$ cat src/reset_pin_manager_defs.vh
// constants for the reset pin manager: register map, field layout, codes and counts
// assumes inclusion by bare name from the design files
`ifndef RESET_PIN_MANAGER_DEFS_VH
`define RESET_PIN_MANAGER_DEFS_VH

// register byte offsets
`define OFS_CONTROL 4'h0
`define OFS_MODE 4'h4
`define OFS_STATUS 4'h8
`define OFS_IRQ_STATUS 4'hc
`define ADDR_W 4

// control register command bits (write only)
`define CTL_PROC 0
`define CTL_PERIPH 2
`define CTL_EXT 3

// mode register fields
`define MODE_URST_EN 0
`define MODE_URST_IRQ_EN 4
`define MODE_LEN_LSB 8
`define MODE_LEN_MSB 11
`define MODE_RESET 32'h0000_0001
`define MODE_MASK 32'h0000_0f11

// status register fields
`define STS_SEEN 0
`define STS_TYPE_LSB 8
`define STS_TYPE_MSB 10
`define STS_PIN_LEVEL 16
`define STS_SW_BUSY 17

// irq status fields; the mask register shares the layout in the upper half of the same word, from bit 16
`define OFS_IRQ_MASK 4'h0
`define IRQ_PIN 0
`define IRQ_EXT_DONE 1
`define IRQ_W 2

// last reset type codes
`define TYPE_POWER_UP 3'h0
`define TYPE_SOFT 3'h3
`define TYPE_USER 3'h4

// timing in slow clock cycles
`define URST_RESYNC_CYC 3'h2
`define URST_START_CYC 3'h3
`define SW_RESET_CYC 3'h3
`define EXT_CNT_W 17
`define EXT_CNT_ONE 17'h0_0001

// axi responses
`define RESP_OKAY 2'b00
`define RESP_SLVERR 2'b10

`endif

$ cat src/pin_sync.v
// three-flop synchroniser with agreement filter for an asynchronous pin
// assumes the pin is quiet for at least two clocks around a real change
`timescale 1ns/1ps
module pin_sync #(
  parameter RESET_LEVEL = 1'b1
) (
  input wire aclk,
  input wire aresetn,
  input wire pin_in,
  output reg level_r
);

reg meta_r;
reg sync2_r;
reg sync3_r;

// first flop feeds only the second; level moves when stages two and three agree
always @(posedge aclk) begin
  if (!aresetn) begin
    meta_r <= RESET_LEVEL;
    sync2_r <= RESET_LEVEL;
    sync3_r <= RESET_LEVEL;
    level_r <= RESET_LEVEL;
  end else begin
    meta_r <= pin_in;
    sync2_r <= meta_r;
    sync3_r <= sync2_r;
    if (sync2_r == sync3_r) begin
      level_r <= sync3_r;
    end
  end
end

endmodule // pin_sync

$ cat src/reset_pin_manager.v
// reset pin manager: reset lines, open-drain reset pin shaping and sampling, axi4-lite regs
// assumes aclk is the slow clock and a reset state manager drives ext_reset_req
// Functional notes
// RULE1: one slow clock; processor, peripheral and pin reset outputs generated.
// RULE2: watchdog reset follows processor reset exactly.
// RULE3: peripheral reset is a separate output for all peripherals.
// RULE4: processor, peripheral and pin resets assertable alone or together.
// RULE5: last reset type is recorded and readable by software.
// RULE6: pin sampled on slow clock; driven low on external reset request.
// RULE7: sampled low pin signals a user reset request.
// RULE8: user reset enable cleared means a low pin starts no user reset.
// RULE9: current pin level readable in status at any time.
// RULE10: sticky flag set on pin assertion, cleared by status read.
// RULE11: irq enable set makes pin assertion raise interrupt instead of reset.
// RULE12: external request holds pin low for the programmed length.
// RULE13: low time is two to the power of length plus one cycles.
// RULE14: user reset ends after two resync and three startup cycles.
// RULE15: internal resets stay asserted while something holds the pin low.
// RULE16: processor release after user reset loads user reset type code.
// RULE17: reset outputs active low; pin only pulled low or released.
`timescale 1ns/1ps
`include "reset_pin_manager_defs.vh"
module reset_pin_manager (
  input wire aclk,
  input wire aresetn,
  input wire [`ADDR_W-1:0] s_axi_awaddr,
  input wire s_axi_awvalid,
  output wire s_axi_awready,
  input wire [31:0] s_axi_wdata,
  input wire [3:0] s_axi_wstrb,
  input wire s_axi_wvalid,
  output wire s_axi_wready,
  output reg [1:0] s_axi_bresp,
  output reg s_axi_bvalid,
  input wire s_axi_bready,
  input wire [`ADDR_W-1:0] s_axi_araddr,
  input wire s_axi_arvalid,
  output wire s_axi_arready,
  output reg [31:0] s_axi_rdata,
  output reg [1:0] s_axi_rresp,
  output reg s_axi_rvalid,
  input wire s_axi_rready,
  input wire ext_reset_req,
  output reg user_reset_req,
  output reg proc_reset_n,
  output reg periph_reset_n,
  output wire watchdog_reset_n,
  input wire reset_pin_i,
  output wire reset_pin_o,
  output reg reset_pin_oe,
  output wire irq
);

localparam [3:0] U_IDLE = 4'b0001;
localparam [3:0] U_HOLD = 4'b0010;
localparam [3:0] U_RESYNC = 4'b0100;
localparam [3:0] U_START = 4'b1000;

////////////////////////////////////////////////////////////////////////////////
// pin sampling

wire pin_level;
reg pin_prev_r;
wire pin_fall;

// RULE6 pin sampled
pin_sync #(
  .RESET_LEVEL(1'b1)
) u_pin_sync (
  .aclk(aclk),
  .aresetn(aresetn),
  .pin_in(reset_pin_i),
  .level_r(pin_level)
);

always @(posedge aclk) begin
  if (!aresetn) begin
    pin_prev_r <= 1'b1;
  end else begin
    pin_prev_r <= pin_level;
  end
end

assign pin_fall = pin_prev_r & ~pin_level;

////////////////////////////////////////////////////////////////////////////////
// registers and bus decode

reg [31:0] mode_r;
reg [`IRQ_W-1:0] irq_sts_r;
reg [`IRQ_W-1:0] irq_mask_r;
reg seen_r;
reg [2:0] type_r;
reg [2:0] sw_cnt_r;
reg sw_proc_r;
reg sw_periph_r;
reg [31:0] wmask;
wire wr_go;
wire rd_go;
wire ctl_wr;
wire mode_wr;
wire irq_wr;
wire mask_wr;
wire sts_rd;
wire [3:0] len_field;
wire urst_en;
wire urst_irq_en;

assign wr_go = s_axi_awvalid & s_axi_wvalid & ~s_axi_bvalid;
assign s_axi_awready = wr_go;
assign s_axi_wready = wr_go;
assign rd_go = s_axi_arvalid & ~s_axi_rvalid;
assign s_axi_arready = ~s_axi_rvalid;
assign ctl_wr = wr_go & (s_axi_awaddr == `OFS_CONTROL) & s_axi_wstrb[0];
assign mode_wr = wr_go & (s_axi_awaddr == `OFS_MODE);
assign irq_wr = wr_go & (s_axi_awaddr == `OFS_IRQ_STATUS) & s_axi_wstrb[0];
// the mask sits in the upper half of the irq word so the map stays four words
assign mask_wr = wr_go & (s_axi_awaddr == `OFS_IRQ_STATUS) & s_axi_wstrb[2];
assign sts_rd = rd_go & (s_axi_araddr == `OFS_STATUS);
assign len_field = mode_r[`MODE_LEN_MSB:`MODE_LEN_LSB];
assign urst_en = mode_r[`MODE_URST_EN];
assign urst_irq_en = mode_r[`MODE_URST_IRQ_EN];

always @* begin
  wmask = {{8{s_axi_wstrb[3]}}, {8{s_axi_wstrb[2]}}, {8{s_axi_wstrb[1]}}, {8{s_axi_wstrb[0]}}};
end

always @(posedge aclk) begin
  if (!aresetn) begin
    mode_r <= `MODE_RESET;
    irq_mask_r <= {`IRQ_W{1'b0}};
  end else begin
    if (mode_wr) begin
      mode_r <= ((mode_r & ~wmask) | (s_axi_wdata & wmask)) & `MODE_MASK;
    end
    if (mask_wr) begin
      irq_mask_r <= s_axi_wdata[16+`IRQ_W-1:16];
    end
  end
end

// write response; unmapped offsets answer slverr
always @(posedge aclk) begin
  if (!aresetn) begin
    s_axi_bvalid <= 1'b0;
    s_axi_bresp <= `RESP_OKAY;
  end else if (wr_go) begin
    s_axi_bvalid <= 1'b1;
    s_axi_bresp <= (s_axi_awaddr[1:0] != 2'b00) ? `RESP_SLVERR : `RESP_OKAY;
  end else if (s_axi_bready) begin
    s_axi_bvalid <= 1'b0;
  end
end

// read data; all four words mapped, misaligned reads answer slverr
always @(posedge aclk) begin
  if (!aresetn) begin
    s_axi_rvalid <= 1'b0;
    s_axi_rresp <= `RESP_OKAY;
    s_axi_rdata <= 32'h0000_0000;
  end else if (rd_go) begin
    s_axi_rvalid <= 1'b1;
    s_axi_rresp <= `RESP_OKAY;
    s_axi_rdata <= 32'h0000_0000;
    case (s_axi_araddr)
      `OFS_MODE: begin
        s_axi_rdata <= mode_r;
      end
      // RULE5 type readable
      `OFS_STATUS: begin
        s_axi_rdata[`STS_SEEN] <= seen_r;
        s_axi_rdata[`STS_TYPE_MSB:`STS_TYPE_LSB] <= type_r;
        // RULE9 live pin level
        s_axi_rdata[`STS_PIN_LEVEL] <= pin_level;
        s_axi_rdata[`STS_SW_BUSY] <= (sw_cnt_r != 3'h0);
      end
      `OFS_IRQ_STATUS: begin
        s_axi_rdata[`IRQ_W-1:0] <= irq_sts_r;
        s_axi_rdata[16+`IRQ_W-1:16] <= irq_mask_r;
      end
      `OFS_CONTROL: begin
        s_axi_rdata <= 32'h0000_0000;
      end
      default: begin
        s_axi_rresp <= `RESP_SLVERR;
      end
    endcase
  end else if (s_axi_rready) begin
    s_axi_rvalid <= 1'b0;
  end
end

////////////////////////////////////////////////////////////////////////////////
// software reset commands

wire sw_busy;
wire sw_start;
wire sw_ext;

assign sw_busy = (sw_cnt_r != 3'h0);
// writes while a command runs are ignored
assign sw_start = ctl_wr & ~sw_busy & (s_axi_wdata[`CTL_PROC] | s_axi_wdata[`CTL_PERIPH] |
                  s_axi_wdata[`CTL_EXT]);
assign sw_ext = sw_start & s_axi_wdata[`CTL_EXT];

// RULE4 independent commands
always @(posedge aclk) begin
  if (!aresetn) begin
    sw_cnt_r <= 3'h0;
    sw_proc_r <= 1'b0;
    sw_periph_r <= 1'b0;
  end else if (sw_start) begin
    sw_cnt_r <= `SW_RESET_CYC;
    sw_proc_r <= s_axi_wdata[`CTL_PROC];
    sw_periph_r <= s_axi_wdata[`CTL_PERIPH];
  end else if (sw_busy) begin
    sw_cnt_r <= sw_cnt_r - 3'h1;
    if (sw_cnt_r == 3'h1) begin
      sw_proc_r <= 1'b0;
      sw_periph_r <= 1'b0;
    end
  end
end

////////////////////////////////////////////////////////////////////////////////
// pin drive pulse

reg [`EXT_CNT_W-1:0] ext_cnt_r;
reg [`EXT_CNT_W-1:0] ext_cnt_nxt;
reg self_r;
reg [3:0] oe_hist_r;
reg ext_done;
wire ext_start;

assign ext_start = ext_reset_req | sw_ext;

// RULE13 length is 2^(len+1)
always @* begin
  ext_done = 1'b0;
  ext_cnt_nxt = ext_cnt_r;
  if (ext_start) begin
    ext_cnt_nxt = `EXT_CNT_ONE << ({1'b0, len_field} + 5'h01);
  end else if (ext_cnt_r != {`EXT_CNT_W{1'b0}}) begin
    ext_cnt_nxt = ext_cnt_r - `EXT_CNT_ONE;
    ext_done = (ext_cnt_r == `EXT_CNT_ONE);
  end
end

// RULE12 hold pin low
always @(posedge aclk) begin
  if (!aresetn) begin
    ext_cnt_r <= {`EXT_CNT_W{1'b0}};
    reset_pin_oe <= 1'b0;
  end else begin
    ext_cnt_r <= ext_cnt_nxt;
    reset_pin_oe <= (ext_cnt_nxt != {`EXT_CNT_W{1'b0}});
  end
end

// the filtered level trails the pin by four clocks; a high level seen sooner is stale
always @(posedge aclk) begin
  if (!aresetn) begin
    oe_hist_r <= 4'h0;
  end else begin
    oe_hist_r <= {oe_hist_r[2:0], reset_pin_oe};
  end
end

// our own pulse must not come back as a user reset; cleared once the pin reads high
always @(posedge aclk) begin
  if (!aresetn) begin
    self_r <= 1'b0;
  end else if (ext_start) begin
    self_r <= 1'b1;
  end else if (!reset_pin_oe && (oe_hist_r == 4'h0) && pin_level) begin
    self_r <= 1'b0;
  end
end

// RULE17 open drain
assign reset_pin_o = 1'b0;

////////////////////////////////////////////////////////////////////////////////
// user reset sequence

reg [3:0] ustate_r;
reg [3:0] ustate_nxt;
reg [2:0] ucnt_r;
reg [2:0] ucnt_nxt;
wire user_trig;
wire user_go;

// RULE7 low pin reported
assign user_trig = pin_fall & ~self_r & ~sw_busy;
// RULE8 enable gate
// RULE11 irq replaces reset
assign user_go = user_trig & urst_en & ~urst_irq_en;

always @* begin
  ustate_nxt = ustate_r;
  ucnt_nxt = ucnt_r;
  case (ustate_r)
    U_IDLE: begin
      if (user_go) begin
        ustate_nxt = U_HOLD;
      end
    end
    // RULE15 wait for pin high
    U_HOLD: begin
      if (pin_level) begin
        ustate_nxt = U_RESYNC;
        ucnt_nxt = `URST_RESYNC_CYC - 3'h1;
      end
    end
    // RULE14 resync then startup
    U_RESYNC: begin
      if (ucnt_r == 3'h0) begin
        ustate_nxt = U_START;
        ucnt_nxt = `URST_START_CYC - 3'h1;
      end else begin
        ucnt_nxt = ucnt_r - 3'h1;
      end
    end
    U_START: begin
      if (ucnt_r == 3'h0) begin
        ustate_nxt = U_IDLE;
      end else begin
        ucnt_nxt = ucnt_r - 3'h1;
      end
    end
    default: begin
      ustate_nxt = U_IDLE;
      ucnt_nxt = 3'h0;
    end
  endcase
end

always @(posedge aclk) begin
  if (!aresetn) begin
    ustate_r <= U_IDLE;
    ucnt_r <= 3'h0;
    user_reset_req <= 1'b0;
  end else begin
    ustate_r <= ustate_nxt;
    ucnt_r <= ucnt_nxt;
    user_reset_req <= (ustate_nxt == U_HOLD);
  end
end

////////////////////////////////////////////////////////////////////////////////
// reset outputs, status and interrupts

wire user_active;
wire proc_nxt_n;

assign user_active = (ustate_nxt != U_IDLE);
// RULE1 registered lines
// RULE17 active low
assign proc_nxt_n = ~(user_active | (sw_proc_r & ~(sw_cnt_r == 3'h1)));

// RULE3 separate peripheral line
always @(posedge aclk) begin
  if (!aresetn) begin
    proc_reset_n <= 1'b0;
    periph_reset_n <= 1'b0;
  end else begin
    proc_reset_n <= proc_nxt_n;
    periph_reset_n <= ~(user_active | (sw_periph_r & ~(sw_cnt_r == 3'h1)));
  end
end

// RULE2 watchdog follows processor
assign watchdog_reset_n = proc_reset_n;

// RULE16 type on release
always @(posedge aclk) begin
  if (!aresetn) begin
    type_r <= `TYPE_POWER_UP;
  end else if (!proc_reset_n && proc_nxt_n) begin
    // leaving power-up reset keeps its code
    if (ustate_r == U_START) begin
      type_r <= `TYPE_USER;
    end else if (sw_proc_r) begin
      type_r <= `TYPE_SOFT;
    end
  end
end

// RULE10 sticky, set beats read clear
always @(posedge aclk) begin
  if (!aresetn) begin
    seen_r <= 1'b0;
  end else if (pin_fall) begin
    seen_r <= 1'b1;
  end else if (sts_rd) begin
    seen_r <= 1'b0;
  end
end

// write one to clear; a new event in the same cycle wins
always @(posedge aclk) begin
  if (!aresetn) begin
    irq_sts_r <= {`IRQ_W{1'b0}};
  end else begin
    if (irq_wr && s_axi_wdata[`IRQ_PIN]) begin
      irq_sts_r[`IRQ_PIN] <= 1'b0;
    end
    if (irq_wr && s_axi_wdata[`IRQ_EXT_DONE]) begin
      irq_sts_r[`IRQ_EXT_DONE] <= 1'b0;
    end
    // RULE11 pin interrupt
    if (user_trig && urst_irq_en) begin
      irq_sts_r[`IRQ_PIN] <= 1'b1;
    end
    if (ext_done) begin
      irq_sts_r[`IRQ_EXT_DONE] <= 1'b1;
    end
  end
end

assign irq = |(irq_sts_r & irq_mask_r);

endmodule // reset_pin_manager

$ cat config.mk
export PLATFORM = sky130hd
export DESIGN_NAME = reset_pin_manager
export DESIGN_NICKNAME = d
export VERILOG_FILES = /design/src/pin_sync.v /design/src/reset_pin_manager.v
export VERILOG_INCLUDE_DIRS = /design/src /design/src/src
export SDC_FILE = /design/constraint.sdc
export NUM_CORES = 1
export LEC_CHECK = 0
export BUFFER_PORTS_ARGS = -buffer_cell sky130_fd_sc_hd__buf_2
export CORE_ASPECT_RATIO = 0.5
export CORE_MARGIN = 8
export CORE_UTILIZATION = 55
export DETAILED_ROUTE_END_ITERATION = 8
export PLACE_DENSITY = 0.83
export SYNTH_ARGS = -nofsm -noshare
export SYNTH_HDL_FRONTEND = slang
export SYNTH_HIERARCHICAL = 1
export SYNTH_SLANG_ARGS = --single-unit
$ cat constraint.sdc
create_clock -name aclk -period 8.35 [get_ports aclk]
set_input_delay 0.835 -clock aclk [delete_from_list [all_inputs] [get_ports aclk]]
set_output_delay 0.835 -clock aclk [all_outputs]
set_load 0.01 [all_outputs]
== Word-level counts from Yosys, hierarchy flattened ==
Index checks and enable logic that the tools add are counted.

* Flip-flop bits (word level): 81
* Input bits: 53
* Output and inout port bits: 48
* Word-level logic and storage cells: 163

* Add/sub/neg operators: 4
* Equal/unequal tests: 16
* Shifts and indexed selects: 1
* Muxes and demuxes: 41
* Bitwise gates (word level): 41
* Reductions and logical operators: 31

{| class="wikitable"
|+ Operators with widths
! kind !! count
|-
| 2-to-1 mux 17 bit || 2
|-
| nonzero test 17 bit || 2
|-
| AND 12 bit || 2
|-
| AND 1 bit || 20
|-
| 2-to-1 mux 1 bit || 20
|-
| nonzero test 2 bit || 10
|-
| 2-to-1 mux 3 bit || 6
|-
| == test 17 x 1 -> 1 bit (second input constant) || 1
|-
| << shifter 1 x 5 -> 17 bit (first input constant) || 1
|-
| subtractor 17 x 1 -> 17 bit (second input constant) || 1
|-
| == test 4 bit (second input constant) || 4
|-
| 2-to-1 mux 4 bit || 4
|-
| case mux 4 bit (4 select lines) || 1
|-
| == test 4 x 3 -> 1 bit (second input constant) || 3
|-
| logical NOT 4 bit || 3
|-
| NOT 12 bit || 1
|-
| OR 12 bit || 1
|-
| case mux 3 bit (4 select lines) || 1
|-
| NOT 1 bit || 11
|-
| == test 4 x 2 -> 1 bit (second input constant) || 2
|-
| 2-to-1 mux 2 bit || 4
|-
| logical AND 1 bit || 6
|-
| case mux 3 bit (2 select lines) || 1
|-
| subtractor 3 x 1 -> 3 bit (second input constant) || 2
|-
| 18 further kinds || 25
|}

== Longest topological paths before layout ==
* Depth in word-level cells: 13
* Gate-level depth with buffers: 10
* Gate-level depth less buffers: 9

== Hierarchy ==
The synthesis kept the hierarchy.

{| class="wikitable"
|+ By module, submodules not included
! module !! instances !! cells each !! area an instance (um^2) !! sequential area each (um^2)
|-
| reset_pin_manager || 1 || 434 || 3,507.1 || 1,301.2
|-
| pin_sync || 1 || 10 || 112.6 || 80.1
|}

== Least setup slack after synthesis ==
OpenSTA, ideal clock, no wires.

* Path kind: register to register
* Start: register ext_cnt_r[0]
* End: register reset_pin_oe
* Setup time: 133 ps
* Arrival time: 2,666 ps
* Required time: 8,217 ps
* Path slack: 5,551 ps
* Stages on the path, launching flop included: 10
* Path buffers: 0
* Clock period less this slack: 2,799 ps
* Cells stage by stage: dfxtp_1 -> inv_1 -> ha_1 -> or4b_4 -> or2_4 -> or3_4 -> o31a_1 -> or3_1 -> o41ai_2 -> a31oi_1

* Word-level cells in the longest chain between the ends: 4
* Elaborated cells between the ends (all ways): 5
* Those cells by class: add/sub (1); mux (2); reduce/logical (2)

{| class="wikitable"
|+ Ends and longest elaborated chain
! what !! line !! RTL
|-
| start, declared || reset_pin_manager.v:228 || <nowiki>reg [`EXT_CNT_W-1:0] ext_cnt_r;</nowiki>
|-
| start signal, assigned || reset_pin_manager.v:252 || <nowiki>ext_cnt_r <= {`EXT_CNT_W{1'b0}};</nowiki>
|-
| start signal, assigned || reset_pin_manager.v:255 || <nowiki>ext_cnt_r <= ext_cnt_nxt;</nowiki>
|-
| subtractor 17 x 1 -> 17 bit (no source line) / nonzero test 17 bit (equally long branches) || n/a ||
|-
| 2-to-1 mux 17 bit * || reset_pin_manager.v:243 || <nowiki>end else if (ext_cnt_r != {`EXT_CNT_W{1'b0}}) begin</nowiki>
|-
| 2-to-1 mux 17 bit * || reset_pin_manager.v:241 || <nowiki>if (ext_start) begin</nowiki>
|-
| nonzero test 17 bit * || reset_pin_manager.v:256 || <nowiki>reset_pin_oe <= (ext_cnt_nxt != {`EXT_CNT_W{1'b0}});</nowiki>
|-
| end signal, assigned || reset_pin_manager.v:256 ||
|-
| end, declared || reset_pin_manager.v:50 || <nowiki>output reg reset_pin_oe,</nowiki>
|}

Every way passes the cells marked *; elsewhere a longest branch is shown, timed or not.
A chain may end at the register's enable or synchronous reset.

== Worst setup path after layout ==
Ends and elaborated chain as after synthesis.

==> run summary <==
status - complete, no violations
vias in the first global route - 3050
Power Dens Cells - 225.5 nW/µm²
Post-CTS Hold Fix Bufs - 0
Detailed Place HPWL - 7259 µm
worst rel slew slack - 25.03%
Max Clock Skew - 0.005783 ns
maximum clock rate - 0.3017 GHz
synthesized cell area - 3620 µm²
Area growth, synth to finish - 12.41%
Non-Filler Instances - 581
CP arrival - 3.52 ns
fin crit period - 3.315 ns
Syn. warnings - 6
Setup Buffers After CTS - 0
layout cells sized above 1 - 16.16%
Worst Hold End - u_pin_sync/sync2_r$_SDFF_PN1_
Die Span Y - 73.37 µm
Fin Setup TNS - 0 ns
clock sink count - 69
RSZ-0062 raised after global routing - no
first-pass GRT wire length - 15560 µm
CP startpoint kind - flop
DP Area - 3807 µm²
Post-Syn Instances - 444
Resized cells post-CTS - 0
drt first pass iters - 5
initial core utilization - 55.55%
Final setup violation count - 0
CTS buffer count - 9
DR DRC count - 0
mean post-synth cell area - 8.153 µm²
Synth top cells by count - 69 x dfxtp_1, 55 x nor2_1, 41 x a21oi_1, 28 x buf_4, 25 x nand2_1
post-synth cell types - 56
die area - 9591 µm²
RR Startpoint - ext_cnt_r[0]$_SDFF_PN0_
nets - 545
register area - 1381 µm²
antenna cells - 0
Synth Flop Type - dfxtp_1
# fillers - 606
WHS Path Cells - 1
synth top area cells - dfxtp_1 38%, buf_4 5.8%, nor2_1 5.7%
initial antenna violation count - 0
Min Hold Slack - 0.4086 ns
fin crit share - 39.69%
Power Total - 917.6 µW
vias - 3282
Final ANT Viol Nets - 0
register bit total from synthesis - 69
routed wire length - 9657 µm
total core area - 6516 µm²
IO Pins - 101
pin count of the biggest net entering global routing - 36
R2R Setup Slk - 5.04 ns
Critical-path top delay cell - or4b_4
port buffer count - 52
Die Width - 130.7 µm
crit-path max FO - 6
sequential cell area fraction in the yosys report - 38.16%
mean routed wirelength per cell - 16.62 µm
ys async rst share - 0%
site row count - 21
GRT Util Overall - 21.23%
clock latency on the worst-skew pair - 0.34 ns
area leader, netlist - dfxtp_1
Reg2Reg Depth - 9
Leakage - 0.001729 µW
Crit Path Class - flop to flop
gr ovfl total - 0
min-delay src - u_pin_sync/meta_r$_SDFF_PN1_
max-cap viol count - 0
Max IR drop VDD - 0.1263 mV
CP cell instances - inv_1 > ha_1 > or4b_4 > or2_4 > or3_4 > o31a_1 > or3_1 > o41ai_2 > a31oi_1
Worst R2R End - reset_pin_oe$_SDFF_PN0_
Yosys top cell area share - 38.16%
H-Tree Depth - 3
Vias/cell - 5.649
Critical Path RT - 8.55 ns
post-route cell area - 4069 µm²
Reg clk slew, reported paths - 0.05 ns
hold crit path type - flop to flop
Worst setup EP type - flop
CP delay by family, top - simple AND/OR/NAND/NOR gates
count leader, synth - dfxtp_1
clock buffer depth - 2
number of flops mapped to enable cells by yosys - 0
Worst path max stage delay - 0.54 ns
Final Slew Violations - 0
CTS Root Buffer Type - clkbuf_16
TritonCTS clock tree - done
Worst-Margin Slew - 1.109 ns
DP Cell Count - 566
Fin. Hold Viols - 0
routability cong. - 0.9250
area of the multi-input gates - 1987 µm²
Crit path buffers/inverters - 1
Iteration-0 DRC Markers - 370
## area by class of cell
type,count,share of cell area (%)
multi-input cells,338,48.83
clock buffers,14,6.242
flip-flops and latches,69,33.95
clock inverters,1,0.1845
repair buffers,54,6.765
inverters,13,1.199
well taps,92,2.829
## cells in the final DEF, fill, tap and decap left out, types with 8 or more instances in the layout
cell        n
a21oi_1    41
a31oi_1     8
and2_1      8
buf_2      52
clkbuf_16   9
conb_1     26
dfxtp_1    69
inv_1      13
mux2i_1    15
nand2_1    25
nand2b_1   14
nand3_1    11
nor2_1     55
nor3_1     17
o21ai_0    21
or3_1       9
xnor2_1     9
## power breakdown
part           total (µW)  leakage [µW]  internal [µW]  switching (µW)
Sequential            369      0.000563            350            18.4
Clock                 340      0.000123            208             132
Combinational         209       0.00104           82.6             127
## cell families after synthesis
kind of cell             count (synthesis)  share of synthesized area (%)
AO/OA/AOI/OAI                           98                          16.28
XOR/XNOR                                11                          2.662
flip-flops                              69                          38.16
adder cells (fa/ha/maj)                  7                          2.420
AND/OR/NAND/NOR                        180                          26.37
other                                    1                         0.1036
buffers and inverters                   62                          9.540
multiplexers                            16                          4.459
## sequential cells by signal, summed over array words and instances (netlist names), 2 cells and up, named ones only
name	flops
ext_cnt_r	17
s_axi_rdata	9
oe_hist_r	4
ustate_r	4
sw_cnt_r	3
ucnt_r	3
irq_mask_r	2
irq_sts_r	2
type_r	2
## routing by layer
layer | routed length [µm] | global-route usage (%) | vias up | part of all wire (%)
met3 | 1358 | 11.15 | 10 | 14
li1 | - | - | 1599 | -
met5 | 0 | 0 | - | 0
met2 | 3607 | 27.34 | 179 | 37
met4 | 93 | 6.431 | 0 | 0.96
met1 | 4597 | 29.09 | 1494 | 48
## through the flow
stage	worst slack, ns	utilization [%]
finish	5.035	62.44
global route	4.939	62.44
CTS	5.089	62.44
detailed placement	5.114	58.43
global placement	5.117	58.43
floorplan	5.551	-
## how the worst max path moves through the flow
stage | startpoint | to | slack [ns] | cells past startpoint
2_1_floorplan | ext_cnt_r[0]$_SDFF_PN0_ | reset_pin_oe$_SDFF_PN0_ | 5.55 | 9
3_3_place_gp | ext_cnt_r[0]$_SDFF_PN0_ | reset_pin_oe$_SDFF_PN0_ | 5.12 | 9
3_5_place_dp | ext_cnt_r[0]$_SDFF_PN0_ | reset_pin_oe$_SDFF_PN0_ | 5.11 | 9
4_1_cts | ext_cnt_r[0]$_SDFF_PN0_ | reset_pin_oe$_SDFF_PN0_ | 5.09 | 9
5_1_grt | ext_cnt_r[0]$_SDFF_PN0_ | reset_pin_oe$_SDFF_PN0_ | 4.94 | 9
6_report | ext_cnt_r[0]$_SDFF_PN0_ | reset_pin_oe$_SDFF_PN0_ | 5.04 | 9
Power figures use the tool's default switching activity.
